<file path="config.mk">
export PLATFORM = sky130hd
export DESIGN_NAME = emc_strobe_ctrl
export DESIGN_NICKNAME = d
export VERILOG_FILES = /design/src/emc_pkg.sv /design/src/emc_mc_timer.sv /design/src/emc_strobe_ctrl.sv
export SDC_FILE = /design/constraint.sdc
export NUM_CORES = 1
export LEC_CHECK = 0
export ABC_AREA = 1
export BUFFER_PORTS_ARGS = -buffer_cell sky130_fd_sc_hd__buf_2
export CAP_MARGIN = 20
export CORE_MARGIN = 3
export CORE_UTILIZATION = 41
export CTS_CLUSTER_DIAMETER = 80
export DETAILED_ROUTE_END_ITERATION = 7
export MAX_ROUTING_LAYER = met4
export SYNTH_ARGS = -nofsm -noshare
export SYNTH_HDL_FRONTEND = slang
export SYNTH_HIERARCHICAL = 1
export SYNTH_SLANG_ARGS = --single-unit
</file>
<file path="constraint.sdc">
create_clock -name CLK_SYS_I -period 4.6 [get_ports CLK_SYS_I]
set_input_delay 0.92 -clock CLK_SYS_I [delete_from_list [all_inputs] [get_ports CLK_SYS_I]]
set_output_delay 0.92 -clock CLK_SYS_I [all_outputs]
set_load 0.01 [all_outputs]
</file>
<file path="src/emc_pkg.sv">
/*
  constants, state types and pin groups for the external bus strobe and
  reset-mode control block.
  assumes the system clock is the crystal oscillator itself, one edge per
  oscillator period.
*/
package emc_pkg;

  // machine cycle length in oscillator periods
  localparam int         EMC_OSC_PER_MC_STD = 12;
  localparam int         EMC_OSC_PER_MC_SIX = 6;
  localparam logic [2:0] EMC_HALF_STD       = 3'(EMC_OSC_PER_MC_STD / 2);
  localparam logic [2:0] EMC_HALF_SIX       = 3'(EMC_OSC_PER_MC_SIX / 2);

  // strobe windows inside one half machine cycle, by sub-period
  localparam logic [2:0] EMC_ALE_FIRST_STD   = 3'h1;
  localparam logic [2:0] EMC_ALE_LAST_STD    = 3'h2;
  localparam logic [2:0] EMC_ALE_FIRST_SIX   = 3'h1;
  localparam logic [2:0] EMC_ALE_LAST_SIX    = 3'h1;
  localparam logic [2:0] EMC_FETCH_FIRST_STD = 3'h3;
  localparam logic [2:0] EMC_FETCH_LAST_STD  = 3'h5;
  localparam logic [2:0] EMC_FETCH_FIRST_SIX = 3'h2;
  localparam logic [2:0] EMC_FETCH_LAST_SIX  = 3'h2;
  localparam logic [2:0] EMC_XSTB_FIRST      = 3'h1;

  // reset pin timing in machine cycles, and the expanded RAM page
  localparam logic [4:0] EMC_RESET_MC  = 5'h02;
  localparam logic [4:0] EMC_HOST_MC   = 5'h0a;
  localparam logic [4:0] EMC_HELD_SAT  = 5'h1f;
  localparam logic [7:0] EMC_ERAM_PAGE = 8'h00;

  typedef enum logic [2:0] {
    EMC_ST_RUN  = 3'b001,
    EMC_ST_HELD = 3'b010,
    EMC_ST_HOST = 3'b100
  } emc_state_type;

  // data memory request from the core
  typedef struct packed {
    logic        valid;
    logic        write;
    logic        wide;
    logic [15:0] addr;
  } emc_xreq_type;

  // bus pins driven by the block
  typedef struct packed {
    logic       program_fetch_strobe_n;
    logic       fetch_oe;
    logic       ale;
    logic       ale_oe;
    logic       rd_n;
    logic       wr_n;
    logic [7:0] addr_hi;
    logic       addr_hi_oe;
  } emc_pins_type;

  localparam emc_pins_type EMC_PINS_RST = '{1'b1, 1'b1, 1'b0, 1'b1, 1'b1, 1'b1, 8'h00, 1'b0};

  typedef struct packed {
    logic [2:0] sub;
    logic       half;
    logic       last;
  } emc_tmr_type;

  localparam emc_tmr_type EMC_TMR_RST = '{3'h0, 1'b0, 1'b0};

  typedef struct packed {
    emc_state_type st;
    logic [4:0]    held_mc;
    logic          edge_seen;
    logic          fetch_prev;
    logic          program_pulse_in_n_prev;
    logic          ext_fetch;
    logic          acc_active;
    logic          acc_write;
    logic          acc_ext;
    logic          acc_wide;
    logic [7:0]    acc_hi;
    logic          core_reset;
    logic          host_mode;
    logic          xdone;
    logic          program_pulse_in_n_pulse;
    emc_pins_type  pins;
  } emc_main_type;

  localparam emc_main_type EMC_MAIN_RST = '{EMC_ST_RUN, 5'h00, 1'b0, 1'b1, 1'b1, 1'b0, 1'b0, 1'b0,
                                            1'b0, 1'b0, 8'h00, 1'b0, 1'b0, 1'b0, 1'b0, EMC_PINS_RST};

  // true while s lies in the closed window first..last
  function automatic logic emc_in_win(input logic [2:0] s, input logic [2:0] first,
                                      input logic [2:0] last);
    return (s >= first) && (s <= last);
  endfunction

endpackage

</file>
<file path="src/emc_mc_timer.sv">
/*
  machine cycle timer: splits each machine cycle into two halves of
  sub-periods and flags the last oscillator period of the cycle.
  assumes one clock edge per oscillator period.
*/
`timescale 1ns/1ps
module emc_mc_timer (
  input  wire logic   clk_i,
  input  wire logic   rst_n_i,
  input  wire logic   six_clk_i,
  output logic [2:0]  sub_o,
  output logic        half_o,
  output logic        last_o
);
  import emc_pkg::*;

  emc_tmr_type t_reg;
  emc_tmr_type t_next;
  logic [2:0]  half_len;

  // sub-period count, half toggle, last period of the cycle
  always_comb begin
    t_next   = t_reg;
    half_len = six_clk_i ? EMC_HALF_SIX : EMC_HALF_STD;
    if (t_reg.sub >= half_len - 3'h1) begin
      t_next.sub  = 3'h0;
      t_next.half = !t_reg.half;
    end else begin
      t_next.sub = t_reg.sub + 3'h1;
    end
    t_next.last = (t_next.sub == half_len - 3'h1) && t_next.half;
  end

  always_ff @(posedge clk_i) begin
    if (!rst_n_i) begin
      t_reg <= EMC_TMR_RST;
    end else begin
      t_reg <= t_next;
    end
  end

  assign sub_o  = t_reg.sub;
  assign half_o = t_reg.half;
  assign last_o = t_reg.last;
endmodule

</file>
<file path="src/emc_strobe_ctrl.sv">
/*
  external bus strobe and reset-mode control: fetch strobe, address latch
  pulse, data read/write strobes, high address byte, reset pin timing and
  external-host mode entry.
  assumes the clock is the crystal oscillator and all pin inputs are
  already synchronous to it.
*/
// Functional notes
// write strobe low on external data write
// read strobe low on external data read
// fetch strobe high for internal code fetch
// fetch strobe pulses twice per machine cycle
// skip two fetch pulses per data access
// fetch-pin fall in long reset enters host mode
// reset high two machine cycles resets device
// no fetch-pin fall leaves to normal mode
// strap low external fetch, high internal
// boot lockout forces internal execution only
// latch pulse marks every external access
// latch pulse at one sixth oscillator rate
// six-clock mode latch pulse one third rate
// drop one latch pulse per data access
// latch-pulse-off bit stops free-running pulses
// latch pin becomes programming pulse input
// high address byte on external accesses
// expanded RAM access leaves bus idle
// machine cycle twelve or six oscillator periods
`timescale 1ns/1ps
module emc_strobe_ctrl #(
  parameter logic [4:0] RESET_MC      = emc_pkg::EMC_RESET_MC,
  parameter logic [4:0] HOST_ENTRY_MC = emc_pkg::EMC_HOST_MC
) (
  input  wire logic            CLK_SYS_I,
  input  wire logic            RST_N_I,
  input  wire logic            DEV_RESET_I,
  input  wire logic            EXTERNAL_FETCH_STRAP_N_I,
  input  wire logic            BOOT_LOCKOUT_I,
  input  wire logic            SIX_CLOCK_MODE_I,
  input  wire logic            LATCH_PULSE_OFF_I,
  input  wire logic            EXPANDED_RAM_OFF_I,
  input  wire logic [7:0]      FETCH_ADDR_HI_I,
  input  wire emc_pkg::emc_xreq_type XREQ_I,
  input  wire logic            PROGRAM_FETCH_STROBE_N_I,
  input  wire logic            PROGRAM_PULSE_IN_N_I,
  output emc_pkg::emc_pins_type PINS_O,
  output logic                 XBUSY_O,
  output logic                 XDONE_O,
  output logic                 CORE_RESET_O,
  output logic                 HOST_MODE_O,
  output logic                 PROGRAM_PULSE_IN_N_PULSE_O
);
  import emc_pkg::*;

  if (RESET_MC < 5'h01 || HOST_ENTRY_MC < RESET_MC || HOST_ENTRY_MC >= EMC_HELD_SAT) begin : g_chk
    $error("reset machine-cycle counts out of range");
  end

  emc_main_type r_reg;
  emc_main_type r_next;
  logic [2:0]   t_sub;
  logic         t_half;
  logic         t_last;
  logic         ext_fetch;
  logic         ale_win;
  logic         fetch_win;
  logic         ext_data;
  logic         ram_int;
  logic         xstb;

  // machine cycle pacing
  emc_mc_timer emc_mc_timer_inst (
    .clk_i     (CLK_SYS_I),
    .rst_n_i   (RST_N_I),
    .six_clk_i (SIX_CLOCK_MODE_I),
    .sub_o     (t_sub),
    .half_o    (t_half),
    .last_o    (t_last)
  );

  // sequencing, reset pin handling and next pin levels
  always_comb begin
    r_next    = r_reg;
    ext_fetch = r_reg.ext_fetch && !BOOT_LOCKOUT_I;
    if (SIX_CLOCK_MODE_I) begin
      ale_win   = emc_in_win(t_sub, EMC_ALE_FIRST_SIX, EMC_ALE_LAST_SIX);
      fetch_win = emc_in_win(t_sub, EMC_FETCH_FIRST_SIX, EMC_FETCH_LAST_SIX);
    end else begin
      ale_win   = emc_in_win(t_sub, EMC_ALE_FIRST_STD, EMC_ALE_LAST_STD);
      fetch_win = emc_in_win(t_sub, EMC_FETCH_FIRST_STD, EMC_FETCH_LAST_STD);
    end
    ext_data = r_reg.acc_active && r_reg.acc_ext;
    // expanded RAM claims the low page unless switched off
    ram_int  = !EXPANDED_RAM_OFF_I && (!XREQ_I.wide || XREQ_I.addr[15:8] == EMC_ERAM_PAGE);
    xstb     = ext_data && t_half && (t_sub >= EMC_XSTB_FIRST);
    r_next.xdone      = 1'b0;
    r_next.program_pulse_in_n_pulse = 1'b0;
    r_next.fetch_prev = PROGRAM_FETCH_STROBE_N_I;
    r_next.program_pulse_in_n_prev  = PROGRAM_PULSE_IN_N_I;
    r_next.pins       = EMC_PINS_RST;

    case (r_reg.st)
      EMC_ST_RUN: begin
        // one data access spans one whole machine cycle
        if (t_last) begin
          if (r_reg.acc_active) begin
            r_next.acc_active = 1'b0;
            r_next.xdone      = 1'b1;
          end else if (XREQ_I.valid) begin
            r_next.acc_active = 1'b1;
            r_next.acc_write  = XREQ_I.write;
            r_next.acc_wide   = XREQ_I.wide;
            r_next.acc_hi     = XREQ_I.addr[15:8];
            r_next.acc_ext    = !ram_int;
          end
        end
        // fetch strobe: high when internal or in an external data access, paced pulses otherwise
        r_next.pins.program_fetch_strobe_n = !(ext_fetch && fetch_win && !ext_data);
        // latch pulse: dropped in the strobe half of a data access
        r_next.pins.ale = ale_win && !(ext_data && t_half)
                          && (!LATCH_PULSE_OFF_I || ext_fetch || ext_data);
        r_next.pins.rd_n = !(xstb && !r_reg.acc_write);
        r_next.pins.wr_n = !(xstb && r_reg.acc_write);
        // high address byte: data pointer or program counter
        if (ext_data && r_reg.acc_wide) begin
          r_next.pins.addr_hi    = r_reg.acc_hi;
          r_next.pins.addr_hi_oe = 1'b1;
        end else if (ext_fetch && !ext_data) begin
          r_next.pins.addr_hi    = FETCH_ADDR_HI_I;
          r_next.pins.addr_hi_oe = 1'b1;
        end
        if (DEV_RESET_I) begin
          r_next.st        = EMC_ST_HELD;
          r_next.held_mc   = 5'h00;
          r_next.edge_seen = 1'b0;
        end
      end
      EMC_ST_HELD: begin
        // fetch pin released so a host may drive it
        r_next.pins.fetch_oe   = 1'b0;
        r_next.acc_active      = 1'b0;
        r_next.ext_fetch       = !EXTERNAL_FETCH_STRAP_N_I;
        if (t_last && r_reg.held_mc != EMC_HELD_SAT) begin
          r_next.held_mc = r_reg.held_mc + 5'h01;
        end
        // only once released, so the tail of our own strobe is no host edge
        if (r_reg.fetch_prev && !PROGRAM_FETCH_STROBE_N_I && !r_reg.pins.fetch_oe) begin
          r_next.edge_seen = 1'b1;
        end
        r_next.core_reset = r_reg.held_mc >= RESET_MC;
        if (!DEV_RESET_I) begin
          r_next.core_reset = 1'b0;
          if (r_reg.held_mc >= RESET_MC) begin
            r_next.host_mode = r_reg.edge_seen && (r_reg.held_mc > HOST_ENTRY_MC);
            r_next.st        = (r_reg.edge_seen && (r_reg.held_mc > HOST_ENTRY_MC)) ? EMC_ST_HOST
                                                                                     : EMC_ST_RUN;
          end else begin
            r_next.st = r_reg.host_mode ? EMC_ST_HOST : EMC_ST_RUN;
          end
        end
      end
      EMC_ST_HOST: begin
        // latch pin turns into the programming pulse input
        r_next.pins.fetch_oe = 1'b0;
        r_next.pins.ale_oe   = 1'b0;
        if (r_reg.program_pulse_in_n_prev && !PROGRAM_PULSE_IN_N_I) begin
          r_next.program_pulse_in_n_pulse = 1'b1;
        end
        if (DEV_RESET_I) begin
          r_next.st        = EMC_ST_HELD;
          r_next.held_mc   = 5'h00;
          r_next.edge_seen = 1'b0;
        end
      end
      default: begin
        r_next.st = EMC_ST_RUN;
      end
    endcase
  end

  always_ff @(posedge CLK_SYS_I) begin
    if (!RST_N_I) begin
      r_reg <= EMC_MAIN_RST;
    end else begin
      r_reg <= r_next;
    end
  end

  // outputs straight from the state register
  assign PINS_O       = r_reg.pins;
  assign XBUSY_O      = r_reg.acc_active;
  assign XDONE_O      = r_reg.xdone;
  assign CORE_RESET_O = r_reg.core_reset;
  assign HOST_MODE_O  = r_reg.host_mode;
  assign PROGRAM_PULSE_IN_N_PULSE_O = r_reg.program_pulse_in_n_pulse;
endmodule

</file>
==> results.sh, run 1 <==
export IMPL_htreeDepth=2
export IMPL_synth_compound_area_share_pct=13.38
export IMPL_ys_top_cells_by_count="56 x nand2_1, 48 x dfxtp_1, 37 x inv_1, 35 x nor2_1, 15 x buf_4"
export IMPL_antenna_found_initial=0
export IMPL_dpl_hpwl_mm=3.407
export IMPL_cpPeakStageDelay_ns=0.40
export IMPL_io_pins=57
export IMPL_synthArstFlopShare_pct=0
export IMPL_portBuffers=48
export IMPL_final_layout_size_suffix_gt1_share_pct=29.17
export IMPL_synth_top_family_by_area="simple AND/OR/NAND/NOR gates"
export IMPL_die_area_mm2=0.006695
export IMPL_grt_usage_pct=15.05
export IMPL_leakagePower_nw=1.247
export IMPL_max_freq_mhz=515.3
export IMPL_pwr_share_seq_pct=47.2
export IMPL_p_int_mw=0.7009
export IMPL_drt_iter0_drc=75
export IMPL_postSynthAreaPerCell_um2=7.858
export IMPL_firstDrtPassIters=4
export IMPL_synthAdderAreaFrac_pct=3.715
export IMPL_routabilityCongestion=0.8184
export IMPL_cp_cell_sequence="buf_2, inv_2, nor2_4, nand2_1, inv_2, nand2_1, o21ai_1"
export IMPL_finalHoldViolCount=0
export IMPL_cts_tree="built"
export IMPL_synthTopCellsByArea="dfxtp_1 41%, nand2_1 8.9%, inv_1 5.9%"
export IMPL_utilization_pct=50.02
export IMPL_ys_ff_latch=48
export IMPL_routed_wl_mm=4.545
export IMPL_p_per_area_mw_per_mm2=354.0
export IMPL_rsz0062_at_grt="false"
export IMPL_crit_slowest_cell="buf_2"
export IMPL_grtUsageMet3_pct=3.399
export IMPL_via_per_inst=4.596
export IMPL_use_met2_pct=21.97
export IMPL_syn_num_nets=344
export IMPL_syn_inst=300
export IMPL_required_ns=4.83
export IMPL_met1_usage_pct=20.56
export IMPL_ir_worst_vdd_v=0.0001970
export IMPL_synth_seq_area_share_pct=40.76
export IMPL_postCtsResizedCells=0
export IMPL_setup_tns_ns=0
export IMPL_cts_sinks=48
export IMPL_initial_core_util_pct=44.18
export IMPL_slew_viol_final=0
export IMPL_ys_flop_type="dfxtp_1"
export IMPL_worst_slew_pin_slew_ns=0.4937
export IMPL_arrival_ns=2.17
export IMPL_fill_cells=536
export IMPL_cts_made_buffers=5
export IMPL_synth_top_cell_area_share_pct=40.76
export IMPL_drv_cap=0
export IMPL_busiest_layer="met2"
export IMPL_area_growth_pct=13.22
export IMPL_dieWidth_um=81.83
export IMPL_die_h_um=81.83
export IMPL_largest_reg_flops=23
export IMPL_synth_edf_count=0
export IMPL_synth_mux_area_share_pct=0
export IMPL_yosysMostFrequentCell="nand2_1"
export IMPL_yosys_area_share_simple_pct=27.92
export IMPL_layout_setup_ws_ns=2.660
export IMPL_combPwrFrac_pct=15.5
export IMPL_cts_clk_slew_worst_paths_ns=0.08
export IMPL_endpoint_kind="register"
export IMPL_route_detailed_drc=0
export IMPL_worstSetupPathType="in -> reg"
export IMPL_nets=380
export IMPL_grt_max_degree=22
export IMPL_root_buffer="clkbuf_8"
export IMPL_vias=1866
export IMPL_crit_fanout=20
export IMPL_yosysUniqueCellTypes=36
export IMPL_hp_class="reg -> reg"
export IMPL_period_share_pct=42.18
export IMPL_hold_buffers=0
export IMPL_fp_coreArea_mm2=0.005335
export IMPL_pre_cts_ws_ns=2.334
export IMPL_crit_family="buffers and inverters"
export IMPL_swShare_pct=25.82
export IMPL_status="finished, final reports clean"
export IMPL_worstSetupStartpointType="input pin"
export IMPL_p_clk_share_pct=37.3
export IMPL_postCtsSetupRepairBufs=0
export IMPL_rows=26
export IMPL_setup_violations=0
export IMPL_syn_cell_area_mm2=0.002357
export IMPL_yosys_area_top_type="dfxtp_1"
export IMPL_clk_insertion_delay_late_ns=0.29
export IMPL_wl_per_cell_um=11.19
export IMPL_whs_ns=0.4391
export IMPL_grt_pass1_wl_mm=7.569
export IMPL_layout_min_cycle_time_ns=1.940
export IMPL_antennaDiodeCount=0
export IMPL_crit_buf_inv=3
export IMPL_synth_xor_area_share_pct=1.115
export IMPL_grt_overflow_total=0
export IMPL_synth_warning_count=6
export IMPL_first_global_vias=1686
export IMPL_p_switching_mw=0.2440
export IMPL_final_antenna_net_count=0
export IMPL_worst_clock_skew_ns=0.002024
export IMPL_clockBufferDepth=2
export IMPL_slew_limit_headroom_pct=67.09
-- final timing paths --
| kind | startpoint | end | cells past startpoint | slack, ns |
|---|---|---|---|---|
| worst max-delay path | RST_N_I | PINS_O[4]$_SDFF_PN0_ | 7 | 2.66 |
| worst min-delay path | r_reg[29]$_SDFFE_PN0P_ | PINS_O[9]$_SDFF_PN1_ | 1 | 0.44 |
| worst max register to register | r_reg[35]$_SDFFE_PN0P_ | r_reg[38]$_SDFFE_PN0P_ | 10 | 2.84 |
| worst min register to register | r_reg[29]$_SDFFE_PN0P_ | PINS_O[9]$_SDFF_PN1_ | 1 | 0.44 |
-- placed cells by master (no fill, tap or decap), types with 7 or more instances in the layout --
master and count:
ha_1 7, dfxtp_1 48, a21oi_2 12, buf_2 48, nand2_1 56, o21ai_0 7, inv_1 37, o21ai_1 8
o21ai_2 9, a21oi_1 7, nor2_1 35, nand3_1 13
-- power groups by stage --
stage / clock network (mW) / logic, mW / registers, mW
global placement: 0 / 0.144 / 0.456
finish: 0.352 / 0.146 / 0.446
global route: 0.375 / 0.168 / 0.448
CTS: 0.363 / 0.148 / 0.446
floorplan: 0 / 0.112 / 0.453
detailed placement: 0 / 0.146 / 0.456
-- metal layers --
layer  routed length, um  vias up
met5                   0        -
met4                  62        0
met3                 236        8
met1                2185      813
met2                2061       43
li1                    -     1002
-- worst reg2reg max path: stages (launching register included) --
cell and delay [ns]:
dfxtp_1 0.34, ha_1 0.22, nand2_1 0.09, nor2_1 0.05
ha_1 0.17, or2_2 0.31, nand2_4 0.09, nand2_2 0.07
nor2_4 0.14, nand2_1 0.07, a21oi_1 0.14
-- final cells by class --
type                       instances  area [um2]  area share (%)
sequential                        48       960.9           36.01
inverter                          43       163.9           6.142
clock inverter                     2       60.06           2.250
multi-input combinational        190        1087           40.74
clock buffer                       5       68.82           2.579
timing repair buffer              48       240.2           9.001
tap                               70       87.58           3.282
-- cell families after synthesis --
group           after synthesis
xor+xnor                      3
fa+ha+maj                     7
simple gates                134
buf+inv                      62
flops                        48
compound gates               46
-- stage by stage --
stage	std cells	power, mW	area [um2]
global placement	399	0.6002	2540
CTS	406	0.9570	2669
global route	406	0.9911	2669
floorplan	300	0.5644	2357
finish	406	0.9449	2669
detailed placement	399	0.6024	2540
Note: power is estimated with default switching activity, not from simulation.
==> run 2, diff against run 1 <==
ABC_AREA = 0   (was 1)
clock period = 1.9 ns   (was 4.6 ns; I/O delays follow)
==> results.sh, run 2 <==
export IMPL_syn_num_nets=260
export IMPL_worst_slew_pin_slew_ns=0.5885
export IMPL_cp_cell_sequence="ha_4, and3_4, ha_1, or4_4, a2111o_1, nand2_1"
export IMPL_synthTopCellsByArea="dfxtp_1 44%, mux2i_1 5.5%, buf_4 5.2%"
export IMPL_cpPeakStageDelay_ns=0.47
export IMPL_grt_max_degree=30
export IMPL_final_common_cell="buf_2"
export IMPL_ys_top_cells_by_count="48 x dfxtp_1, 15 x buf_4, 12 x mux2i_1, 12 x nor2b_1"
export IMPL_max_freq_mhz=547.0
export IMPL_synth_edf_count=0
export IMPL_status="finished, final reports clean"
export IMPL_final_cell_mix="48 x buf_2, 46 x dfxtp_1, 12 x nor2b_1, 12 x mux2i_1"
export IMPL_cts_clk_slew_worst_paths_ns=0.09
export IMPL_dp_cells=317
export IMPL_yosysMostFrequentCell="dfxtp_1"
export IMPL_die_h_um=78.66
export IMPL_grt_overflow_total=0
export IMPL_grt_pass1_wl_mm=6.679
export IMPL_setup_violations=0
export IMPL_worstSetupPathType="reg -> reg"
export IMPL_yosys_area_top_type="dfxtp_1"
export IMPL_postCtsSetupRepairBufs=0
export IMPL_yosysUniqueCellTypes=49
export IMPL_ys_flop_type="dfxtp_1"
export IMPL_root_buffer="clkbuf_8"
export IMPL_grt_usage_pct=14.02
export IMPL_synth_xor_area_share_pct=2.023
export IMPL_p_per_area_mw_per_mm2=787.1
export IMPL_portBuffers=48
export IMPL_busiest_layer="met2"
export IMPL_postSynthAreaPerCell_um2=10.02
export IMPL_grtUsageMet3_pct=3.784
export IMPL_clockBufferDepth=2
export IMPL_fp_coreArea_mm2=0.004911
export IMPL_first_global_vias=1497
export IMPL_final_layout_size_suffix_gt1_share_pct=31.01
export IMPL_final_antenna_net_count=0
export IMPL_ir_worst_vdd_v=0.0003528
export IMPL_worstSetupStartpointType="register"
export IMPL_fin_cells=325
export IMPL_routed_wl_mm=4.035
export IMPL_setup_tns_ns=0
export IMPL_die_area_mm2=0.006187
export IMPL_rows=25
export IMPL_met1_usage_pct=17.47
export IMPL_synth_warning_count=6
export IMPL_yosys_area_share_simple_pct=19.42
export IMPL_layout_min_cycle_time_ns=1.828
export IMPL_whs_ns=0.2618
export IMPL_crit_fanout=7
export IMPL_hp_class="in -> reg"
export IMPL_ys_ff_latch=48
export IMPL_nets=301
export IMPL_fill_cells=476
export IMPL_drt_iter0_drc=54
export IMPL_finalHoldViolCount=0
export IMPL_dieWidth_um=78.66
export IMPL_syn_inst=216
export IMPL_initial_core_util_pct=44.08
export IMPL_arrival_ns=2.06
export IMPL_worst_clock_skew_ns=0.01145
export IMPL_clk_insertion_delay_late_ns=0.29
export IMPL_firstDrtPassIters=4
export IMPL_endpoint_kind="register"
export IMPL_use_met2_pct=21.90
export IMPL_synth_top_cell_area_share_pct=44.39
export IMPL_synthArstFlopShare_pct=0
export IMPL_synth_top_family_by_area="simple AND/OR/NAND/NOR gates"
export IMPL_utilization_pct=51.47
export IMPL_vias=1624
export IMPL_antennaDiodeCount=0
export IMPL_synth_seq_area_share_pct=44.39
export IMPL_period_share_pct=96.22
export IMPL_route_detailed_drc=0
export IMPL_synthAdderAreaFrac_pct=4.046
export IMPL_io_pins=57
export IMPL_rrSetupSlack_ns=0.07
export IMPL_pre_cts_ws_ns=0.0009617
export IMPL_synth_compound_area_share_pct=14.68
export IMPL_leakagePower_nw=1.157
export IMPL_largest_reg_flops=23
export IMPL_cts_sinks=48
export IMPL_drv_cap=0
export IMPL_layout_setup_ws_ns=0.07180
export IMPL_crit_slowest_cell="or4_4"
export IMPL_cts_tree="built"
export IMPL_slew_viol_final=0
export IMPL_syn_cell_area_mm2=0.002165
export IMPL_dpl_hpwl_mm=3.040
export IMPL_htreeDepth=2
export IMPL_routabilityCongestion=0.8289
export IMPL_slew_limit_headroom_pct=60.62
export IMPL_antenna_found_initial=0
export IMPL_required_ns=2.14
export IMPL_cts_made_buffers=5
export IMPL_rsz0062_at_grt="false"
export IMPL_via_per_inst=4.997
export IMPL_synth_mux_area_share_pct=5.549
export IMPL_area_growth_pct=16.76
export IMPL_wl_per_cell_um=12.42
[run 2: changes by cell type in the layout (fill, tap and decap cells not counted), moves of 7 or more]
cell	change
mux2i_1	+12
nor2b_1	+12
buf_4	+10
o21ai_1	-8
nand2b_1	+7
o21ai_2	-9
nor2_1	-30
a22o_1	+8
nand2_1	-45
inv_1	-26
a21oi_2	-12
[run 2: layout make-up]
type | instances | area (um2) | share of cell area, %
Clock buffer | 6 | 72.57 | 2.871
Clock inverter | 2 | 35.03 | 1.386
Inverter | 11 | 41.29 | 1.634
Multi-Input combinational cell | 133 | 1016 | 40.20
Sequential cell | 48 | 963.4 | 38.12
Tap cell | 67 | 83.83 | 3.317
Timing Repair Buffer | 58 | 315.3 | 12.48
[run 2: power breakdown]
group          switching (mW)  internal [mW]  total [mW]
sequential             0.0369           1.03        1.07
clock                   0.324          0.391       0.715
combinational           0.103          0.101       0.204
[run 2: stage by stage]
stage	cell area (um2)	power, mW
after global routing	2527	2.089
after global placement	2406	1.294
after CTS	2514	2.015
after floorplan	2180	1.229
after detailed placement	2406	1.298
final	2527	1.989
[run 2: what timing repair did]
item                       in CTS  in global routing
cloned                          0                  0
setup endpoints to repair       2                  5
gates resized for setup         0                  3
hold buffers                    0                  0
pin swaps                       1                  1
[run 2: kinds of logic (layout without fill, tap and decap cells)]
family / count (synthesis) / count (layout)
XOR/XNOR: 5 / 5
buffers and inverters: 35 / 77
flip-flops: 48 / 48
adder cells (fa/ha/maj): 7 / 7
multiplexers: 12 / 12
AND/OR/NAND/NOR: 70 / 70
AO/OA/AOI/OAI: 39 / 39
[run 2: final timing paths]
check                           endpoint                   start  cells past startpoint
setup / recovery  r_reg[38]$_SDFFE_PN0P_  r_reg[35]$_SDFFE_PN0P_                      6
hold / removal     PINS_O[12]$_SDFF_PN0_       LATCH_PULSE_OFF_I                      2
setup reg to reg  r_reg[38]$_SDFFE_PN0P_  r_reg[35]$_SDFFE_PN0P_                      6
hold reg to reg     PINS_O[9]$_SDFF_PN1_  r_reg[29]$_SDFFE_PN0P_                      1
[run 2: per-layer routing]
metal | part of all wire [%] | vias to the layer above
li1 | - | 837
met1 | 50 | 744
met2 | 44 | 37
met3 | 4.6 | 6
met4 | 1.3 | 0
met5 | 0 | -
[run 2: worst max-delay path: cells and delay by family (launching register included)]
family          cells  cell delay (ns)
simple gates        3             0.70
compound gates      1             0.42
flops               1             0.34
fa+ha+maj           2             0.31
